<file path="src/pkg/prs_pkg.sv">
// Constants and types shared by the pressure sensor serial readout.
`default_nettype none
package prs_pkg;
  // Serial framing lengths in serial clocks.
  localparam int unsigned START_LEN  = 3;
  localparam int unsigned SEL_LEN    = 4;
  localparam int unsigned STOP_LEN   = 3;
  localparam int unsigned ACK_CLKS   = 2;
  localparam int unsigned READ_CLKS  = 17;
  localparam int unsigned RESET_LEN  = 21;
  localparam logic [20:0] RESET_PATTERN = 21'h15_5540;

  // Select codes of the four-bit setup field.
  localparam logic [3:0] SEL_PRESS = 4'hA;
  localparam logic [3:0] SEL_TEMP  = 4'h9;
  localparam logic [3:0] SEL_CAL1  = 4'h5;
  localparam logic [3:0] SEL_CAL2  = 4'h6;
  localparam logic [3:0] SEL_CAL3  = 4'h3;
  localparam logic [3:0] SEL_CAL4  = 4'hC;

  // Factory calibration store; the value is arbitrary.
  localparam logic [63:0] CAL_PROM = 64'h1357_2468_9BDF_ACE0;

  // Converter timing on the master clock.
  localparam int unsigned MCLK_HZ      = 32_768;
  localparam int unsigned BRIDGE_US    = 2_000;
  localparam int unsigned CONV_MS      = 35;
  localparam int unsigned BRIDGE_TICKS = BRIDGE_US * MCLK_HZ / 1_000_000;
  localparam int unsigned CONV_TICKS   = CONV_MS * MCLK_HZ / 1_000;
  localparam int unsigned BURSTS       = 5;
  localparam int unsigned SLOT_TICKS   = CONV_TICKS / BURSTS;
  localparam int unsigned BURST_ON     = BRIDGE_TICKS / BURSTS;

  typedef enum logic [2:0] {ST_IDLE, ST_SETUP, ST_STOP, ST_ACK, ST_CONV, ST_READ} prs_state_t;
endpackage : prs_pkg
`default_nettype wire

</file>
<file path="src/hw/prs_readout.sv">
// Serial instruction decoder and readout of the pressure sensor module.
`timescale 1ns/10ps
`default_nettype none
module prs_readout (
  input  wire logic i_clk_sys,   // System clock, 100 MHz.
  input  wire logic i_rst_b,     // Asynchronous reset, active low.
  input  wire logic i_sclk,      // Serial clock from host.
  input  wire logic i_din,       // Serial data from host.
  input  wire logic i_mclk,      // Converter master clock.
  input  wire logic i_sd_bit,    // Modulator bitstream.
  output logic      o_dout,      // Serial data to host.
  output logic      o_bridge_on, // Sensor bridge power.
  output logic      o_temp_sel,  // Converter input is temperature.
  output logic      o_conv_busy  // Conversion running.
);
  import prs_pkg::*;

  logic [3:0]  lvl;
  logic [3:0]  rise;
  logic        sclk_rise;
  logic        din_s;
  logic        mclk_rise;
  logic        sd_s;
  logic        conv_busy;
  logic [15:0] conv_result;

  prs_state_t  state_r, state_nxt;
  logic [4:0]  cnt_r, cnt_nxt;
  logic [3:0]  sel_r, sel_nxt;
  logic [15:0] shift_r, shift_nxt;
  logic [20:0] hist_r, hist_nxt;
  logic        dout_r, dout_nxt;
  logic        start_r, start_nxt;
  logic        abort_r, abort_nxt;
  logic        temp_r, temp_nxt;
  logic        rst_hit;
  logic        is_conv;
  logic        is_cal;

  prs_sync u_sync (
    .i_clk_sys (i_clk_sys),
    .i_rst_b   (i_rst_b),
    .i_async   ({i_sd_bit, i_mclk, i_din, i_sclk}),
    .o_level   (lvl),
    .o_rise    (rise)
  );

  assign sclk_rise = rise[0];
  assign din_s     = lvl[1];
  assign mclk_rise = rise[2];
  assign sd_s      = lvl[3];

  prs_conv u_conv (
    .i_clk_sys   (i_clk_sys),
    .i_rst_b     (i_rst_b),
    .i_mclk_rise (mclk_rise),
    .i_sd_bit    (sd_s),
    .i_start     (start_r),
    .i_abort     (abort_r),
    .o_busy      (conv_busy),
    .o_bridge_on (o_bridge_on),
    .o_result    (conv_result)
  );

  function automatic logic [15:0] cal_word(input logic [3:0] sel);
    logic [15:0] w;
    w = 16'h0000;
    if (sel == SEL_CAL1) begin
      w = CAL_PROM[63:48];
    end else if (sel == SEL_CAL2) begin
      w = CAL_PROM[47:32];
    end else if (sel == SEL_CAL3) begin
      w = CAL_PROM[31:16];
    end else if (sel == SEL_CAL4) begin
      w = CAL_PROM[15:0];
    end
    return w;
  endfunction : cal_word

  assign is_conv = (sel_r == SEL_PRESS) || (sel_r == SEL_TEMP);
  assign is_cal  = (sel_r == SEL_CAL1) || (sel_r == SEL_CAL2) ||
                   (sel_r == SEL_CAL3) || (sel_r == SEL_CAL4);

  // The reset pattern is watched on every bit, whatever the protocol state.
  always_comb begin
    hist_nxt = hist_r;
    if (sclk_rise) begin
      hist_nxt = {hist_r[19:0], din_s};
    end
    rst_hit = sclk_rise && (hist_nxt == RESET_PATTERN);
    if (rst_hit) begin
      hist_nxt = 21'h00_0000;
    end
  end

  always_comb begin
    state_nxt = state_r;
    cnt_nxt   = cnt_r;
    sel_nxt   = sel_r;
    shift_nxt = shift_r;
    dout_nxt  = dout_r;
    temp_nxt  = temp_r;
    start_nxt = 1'b0;
    abort_nxt = 1'b0;
    if (rst_hit) begin
      state_nxt = ST_IDLE;
      cnt_nxt   = 5'h00;
      dout_nxt  = 1'b0;
      abort_nxt = 1'b1;
    end else begin
      case (state_r)
        ST_IDLE: begin
          if (sclk_rise) begin
            dout_nxt = 1'b0;
            if (!din_s) begin
              cnt_nxt = 5'h00;
            end else if (cnt_r == 5'(START_LEN - 1)) begin
              cnt_nxt   = 5'h00;
              state_nxt = ST_SETUP;
            end else begin
              cnt_nxt = cnt_r + 5'h01;
            end
          end
        end
        ST_SETUP: begin
          if (sclk_rise) begin
            sel_nxt = {sel_r[2:0], din_s};
            if (cnt_r == 5'(SEL_LEN - 1)) begin
              cnt_nxt   = 5'h00;
              state_nxt = ST_STOP;
            end else begin
              cnt_nxt = cnt_r + 5'h01;
            end
          end
        end
        ST_STOP: begin
          // A high stop bit breaks the frame.
          if (sclk_rise) begin
            if (din_s) begin
              cnt_nxt   = 5'h00;
              state_nxt = ST_IDLE;
            end else if (cnt_r == 5'(STOP_LEN - 1)) begin
              cnt_nxt = 5'h00;
              if (is_conv) begin
                dout_nxt  = 1'b1;
                start_nxt = 1'b1;
                temp_nxt  = (sel_r == SEL_TEMP);
                state_nxt = ST_ACK;
              end else if (is_cal) begin
                shift_nxt = cal_word(sel_r);
                state_nxt = ST_READ;
              end else begin
                state_nxt = ST_IDLE;
              end
            end else begin
              cnt_nxt = cnt_r + 5'h01;
            end
          end
        end
        ST_ACK: begin
          if (sclk_rise) begin
            if (cnt_r == 5'(ACK_CLKS - 1)) begin
              cnt_nxt   = 5'h00;
              state_nxt = ST_CONV;
            end else begin
              cnt_nxt = cnt_r + 5'h01;
            end
          end
        end
        ST_CONV: begin
          if (!conv_busy) begin
            dout_nxt  = 1'b0;
            shift_nxt = conv_result;
            state_nxt = ST_READ;
          end
        end
        ST_READ: begin
          if (sclk_rise) begin
            if (cnt_r != 5'h00) begin
              dout_nxt  = shift_r[15];
              shift_nxt = {shift_r[14:0], 1'b0};
            end
            // Back to idle after last clock.
            if (cnt_r == 5'(READ_CLKS - 1)) begin
              cnt_nxt   = 5'h00;
              state_nxt = ST_IDLE;
            end else begin
              cnt_nxt = cnt_r + 5'h01;
            end
          end
        end
        default: begin
          state_nxt = ST_IDLE;
        end
      endcase
    end
  end

  // Output changes are registered on the detected rise, except the end-of-conversion drop in ST_CONV.
  always_ff @(posedge i_clk_sys or negedge i_rst_b) begin
    if (!i_rst_b) begin
      state_r <= ST_IDLE;
      cnt_r   <= 5'h00;
      sel_r   <= 4'h0;
      shift_r <= 16'h0000;
      hist_r  <= 21'h00_0000;
      dout_r  <= 1'b0;
      start_r <= 1'b0;
      abort_r <= 1'b0;
      temp_r  <= 1'b0;
    end else begin
      state_r <= state_nxt;
      cnt_r   <= cnt_nxt;
      sel_r   <= sel_nxt;
      shift_r <= shift_nxt;
      hist_r  <= hist_nxt;
      dout_r  <= dout_nxt;
      start_r <= start_nxt;
      abort_r <= abort_nxt;
      temp_r  <= temp_nxt;
    end
  end

  assign o_dout      = dout_r;
  assign o_temp_sel  = temp_r;
  assign o_conv_busy = conv_busy;
endmodule : prs_readout
`default_nettype wire

</file>
<file path="src/hw/prs_sync.sv">
// Two-stage synchroniser with rising-edge detection for pin inputs.
`timescale 1ns/10ps
`default_nettype none
module prs_sync (
  input  wire logic       i_clk_sys, // System clock.
  input  wire logic       i_rst_b,   // Asynchronous reset, active low.
  input  wire logic [3:0] i_async,   // Inputs from outside the domain.
  output logic      [3:0] o_level,   // Synchronised levels.
  output logic      [3:0] o_rise     // One-cycle rising-edge pulses.
);
  logic [3:0] meta_r;
  logic [3:0] sync_r;
  logic [3:0] last_r;

  // Only the second stage reads the first, so metastability never reaches logic.
  always_ff @(posedge i_clk_sys or negedge i_rst_b) begin
    if (!i_rst_b) begin
      meta_r <= 4'h0;
      sync_r <= 4'h0;
      last_r <= 4'h0;
    end else begin
      meta_r <= i_async;
      sync_r <= meta_r;
      last_r <= sync_r;
    end
  end

  assign o_level = sync_r;
  assign o_rise  = sync_r & ~last_r;
endmodule : prs_sync
`default_nettype wire

</file>
<file path="src/hw/prs_conv.sv">
// Shared converter sequencer with duty-cycled sensor bridge power.
`timescale 1ns/10ps
`default_nettype none
module prs_conv (
  input  wire logic        i_clk_sys,   // System clock.
  input  wire logic        i_rst_b,     // Asynchronous reset, active low.
  input  wire logic        i_mclk_rise, // Master clock rising edge.
  input  wire logic        i_sd_bit,    // Modulator bitstream, synchronised.
  input  wire logic        i_start,     // Start pulse.
  input  wire logic        i_abort,     // Abort pulse.
  output logic             o_busy,      // Conversion running.
  output logic             o_bridge_on, // Bridge power enable.
  output logic      [15:0] o_result     // Last result.
);
  import prs_pkg::*;

  logic        busy_r, busy_nxt;
  logic        bridge_r, bridge_nxt;
  logic        done_r, done_nxt;
  logic [7:0]  tick_r, tick_nxt;
  logic [2:0]  slot_r, slot_nxt;
  logic [6:0]  on_r, on_nxt;
  logic [17:0] acc_r, acc_nxt;
  logic [15:0] res_r, res_nxt;

  always_comb begin
    busy_nxt = busy_r;
    tick_nxt = tick_r;
    slot_nxt = slot_r;
    on_nxt   = on_r;
    acc_nxt  = acc_r;
    res_nxt  = res_r;
    done_nxt = 1'b0;
    if (i_abort) begin
      busy_nxt = 1'b0;
    end else if (i_start && !busy_r) begin
      busy_nxt = 1'b1;
      tick_nxt = 8'h00;
      slot_nxt = 3'h0;
      on_nxt   = 7'h00;
      acc_nxt  = 18'h0_0000;
    end else if (busy_r) begin
      if (bridge_r && i_sd_bit) begin
        acc_nxt = acc_r + 18'h0_0001;
      end
      if (i_mclk_rise) begin
        if (bridge_r) begin
          on_nxt = on_r + 7'h01;
        end
        if (tick_r == 8'(SLOT_TICKS - 1)) begin
          tick_nxt = 8'h00;
          if (slot_r == 3'(BURSTS - 1)) begin
            busy_nxt = 1'b0;
            done_nxt = 1'b1;
            res_nxt  = acc_nxt[17:2];
          end else begin
            slot_nxt = slot_r + 3'h1;
          end
        end else begin
          tick_nxt = tick_r + 8'h01;
        end
      end
    end
    bridge_nxt = busy_nxt && (tick_nxt < 8'(BURST_ON));
  end

  always_ff @(posedge i_clk_sys or negedge i_rst_b) begin
    if (!i_rst_b) begin
      busy_r   <= 1'b0;
      bridge_r <= 1'b0;
      done_r   <= 1'b0;
      tick_r   <= 8'h00;
      slot_r   <= 3'h0;
      on_r     <= 7'h00;
      acc_r    <= 18'h0_0000;
      res_r    <= 16'h0000;
    end else begin
      busy_r   <= busy_nxt;
      bridge_r <= bridge_nxt;
      done_r   <= done_nxt;
      tick_r   <= tick_nxt;
      slot_r   <= slot_nxt;
      on_r     <= on_nxt;
      acc_r    <= acc_nxt;
      res_r    <= res_nxt;
    end
  end

  assign o_busy      = busy_r;
  assign o_bridge_on = bridge_r;
  assign o_result    = res_r;
endmodule : prs_conv
`default_nettype wire

</file>
<file path="config.mk">
export PLATFORM = sky130hd
export DESIGN_NAME = prs_readout
export DESIGN_NICKNAME = d
export VERILOG_FILES = /design/src/pkg/prs_pkg.sv /design/src/hw/prs_readout.sv /design/src/hw/prs_sync.sv /design/src/hw/prs_conv.sv
export SDC_FILE = /design/constraint.sdc
export NUM_CORES = 1
export LEC_CHECK = 0
export ABC_CLOCK_PERIOD_IN_PS = 2350
export BUFFER_PORTS_ARGS = -buffer_cell sky130_fd_sc_hd__buf_2
export CAP_MARGIN = 20
export CORE_UTILIZATION = 57
export CTS_CLUSTER_SIZE = 16
export DETAILED_ROUTE_END_ITERATION = 10
export PLACE_DENSITY_LB_ADDON = 0.08
export SYNTH_ARGS = -nofsm -noshare
export SYNTH_HDL_FRONTEND = slang
export SYNTH_HIERARCHICAL = 1
export SYNTH_SLANG_ARGS = --single-unit
</file>
<file path="constraint.sdc">
create_clock -name i_clk_sys -period 2.35 [get_ports i_clk_sys]
set_input_delay 0.47 -clock i_clk_sys [delete_from_list [all_inputs] [get_ports i_clk_sys]]
set_output_delay 0.47 -clock i_clk_sys [all_outputs]
set_load 0.01 [all_outputs]
</file>
==> reports/metrics.cfg <==
[final_layout]
regArea_sq_um = 2750
n_fill_cell = 824
fin_nets = 633
postLayoutCellArea_sq_um = 6700
antenna_cells = 0
fin_cells = 758
multi_input_area_sq_um = 3030
syn2layout_area_growth_pct = 11.1
drive_above_1_share_pct = 24.0

[hold_path]
hp-start = i_sclk
min_to = u_sync/meta_r[0]
whs_path_depth = 1
hold_class = in -> reg

[placed_design]
place_inst = 735
hpwl_microns = 8480
portBuffers = 9
place_area_sq_um = 6360
routabilityCongestion = 0.855

[floorplanning]
num_rows = 37
core_area_sq_um = 10300
fp.dieW_microns = 105
io_pins = 10
start_util_pct = 58.7
die_h_microns = 105
die-area_sq_um = 11000

[yosys]
netlist_instances = 584
synth.net_count = 599
ys_warn_count = 6
avgSynthCellArea_sq_um = 10.3
synth_area_sq_um = 6030

[detailed_routing]
drt_pre_antenna_iters = 5
drt_iter0_markers = 244
drc = 0
wl_per_cell_microns = 16.6
wl_microns = 12600
via_count = 4451
viasPerCell = 5.87
ant_nets = 0

[sta]
worstMarginPinSlew_ps = 573
slew_viol_final = 0
fin_hold_ws_ps = 175
setup_tns_ps = -1850
setup_viol_count_final = 22
hold_viol = 0
fin_worst_skew_ps = 12.1
finalCritPeriodShare_pct = 105
fin_ws_ps = -111
clock.fmax_mhz = 406
rsz0062_at_grt = true
relSlewSlack_pct = 61.4
layout_min_cycle_time_ps = 2460

[grt]
grt_max_degree = 55
grt_pass1_vias = 4201
grt_pass1_wl_microns = 20700
antenna_found_initial = 0
grt_usage_pct = 23.9
grt_overflow = 0

[clock_network]
htree_levels = 3
cts.clk_slew.worst_paths_ps = 110
clock_latency_ps = 390
clk_path_buf_depth = 2
numCtsBuffers = 9
cts.sink_count = 110
tritoncts = built
cts-root-buf = clkbuf_8

[worst_setup_path]
crit_fanout = 5
reg2reg_slack_ps = -110
cp.required_ps = 2630
startpoint_type = register
arrival_ps = 2740
critical_path.max_stage_delay_ps = 410
path_buf_inv = 2
timing.rr.start = u_sync/last_r[0]
crit_slowest_cell = dfrtp_1
crit_chain = nor2b_4 -> mux2_4 -> or3_4 -> a2111o_1 -> buf_4 -> buf_6 -> and4b_1 -> mux2_2
rr_worst_depth = 8
endpoint_kind = register
r2r-end = o_temp_sel
crit_type = reg -> reg
path_delay_family = simple AND/OR/NAND/NOR gates

[status]
violations = setup timing
status = finished with violations

[job]
drv_cap = 0

[pwr]
power_leakage_nw = 2.96
p_per_area_nw_per_um2 = 604
ir_drop_uv = 520

[cell type report]
type / count / area share (%)
timing repair buffer: 59 / 7.19
tap: 136 / 2.54
clock buffer: 9 / 1.85
inverter: 24 / 1.34
multi-input combinational: 414 / 45.3
clock inverter: 6 / 0.765
sequential: 110 / 41.1
[through the flow]
stage / total power, mW / utilization, % / setup slack (ps)
detailed placement: 2.94 / 61.9 / -144
finish: 4.05 / 65.2 / -111
floorplan: 2.67 / - / -116
global route: 4.25 / 65.2 / -187
global placement: 2.92 / 61.9 / -84.9
CTS: 4.05 / 64.3 / -106
[repair_timing]
item / 4_1_cts / 5_1_grt
cloned: 1 / 0
hold endpoints to repair: 1 / 0
setup buffers: 0 / 6
gates resized for setup: 10 / 15
pin swaps: 2 / 0
setup endpoints to repair: 22 / 24
hold buffers: 1 / 0
[how the worst max path moves through the flow]
stage / slack [ps] / to / cells after the start / start
2_1_floorplan: -120 / shift_r[10] / 9 / u_sync/last_r[0]
3_3_place_gp: -80 / shift_r[3] / 9 / u_sync/o_level[0]
3_5_place_dp: -140 / shift_r[5] / 9 / u_sync/o_level[0]
4_1_cts: -110 / shift_r[4] / 8 / u_sync/last_r[0]
5_1_grt: -190 / o_temp_sel / 8 / u_sync/o_level[0]
6_report: -110 / o_temp_sel / 8 / u_sync/last_r[0]
[placed cells by master, fill, tap and decap left out, types with 3 or more instances in the layout]
cell / count
o21ai_0: 47
a21oi_1: 16
o21ai_1: 6
clkbuf_8: 9
xnor2_1: 9
o31ai_1: 9
nor2b_1: 8
a21o_1: 3
buf_6: 3
nand2_1: 52
inv_1: 24
mux2i_1: 16
buf_2: 8
inv_6: 4
o21a_1: 4
nor3_1: 8
and2_1: 5
buf_4: 44
o211ai_1: 4
a41oi_1: 4
a22o_1: 6
nor2_1: 27
xor2_1: 12
mux2_4: 17
nand3b_1: 3
nand3_1: 23
ha_1: 9
o21ai_2: 14
o22ai_1: 3
a31oi_1: 9
nor3b_1: 3
mux2_2: 21
and4b_1: 3
and3_1: 7
nor4bb_1: 4
nand2b_1: 3
nand4_1: 7
dfrtp_1: 110
a32o_1: 3
[metal layers]
metal / GRT usage, % / vias to the layer above / part of all wire, %
li1: - / 2178 / -
met1: 34.6 / 2173 / 48
met2: 36.4 / 89 / 46
met3: 5.30 / 11 / 4.3
met4: 6.04 / 0 / 0.95
met5: 0 / - / 0
[flip-flops by register name, summed over array words and instances (netlist names), 5 cells and up]
name	cells
u_conv/acc_r	18
cnt_r	5
shift_r	16
hist_r	21
u_conv/tick_r	8
u_conv/o_result	16
[where the power goes]
group          switching, mW  internal [mW]
Sequential             0.152           2.05
Clock                  0.674          0.397
Combinational          0.396          0.381
Note: power is estimated with default switching activity, not from simulation.
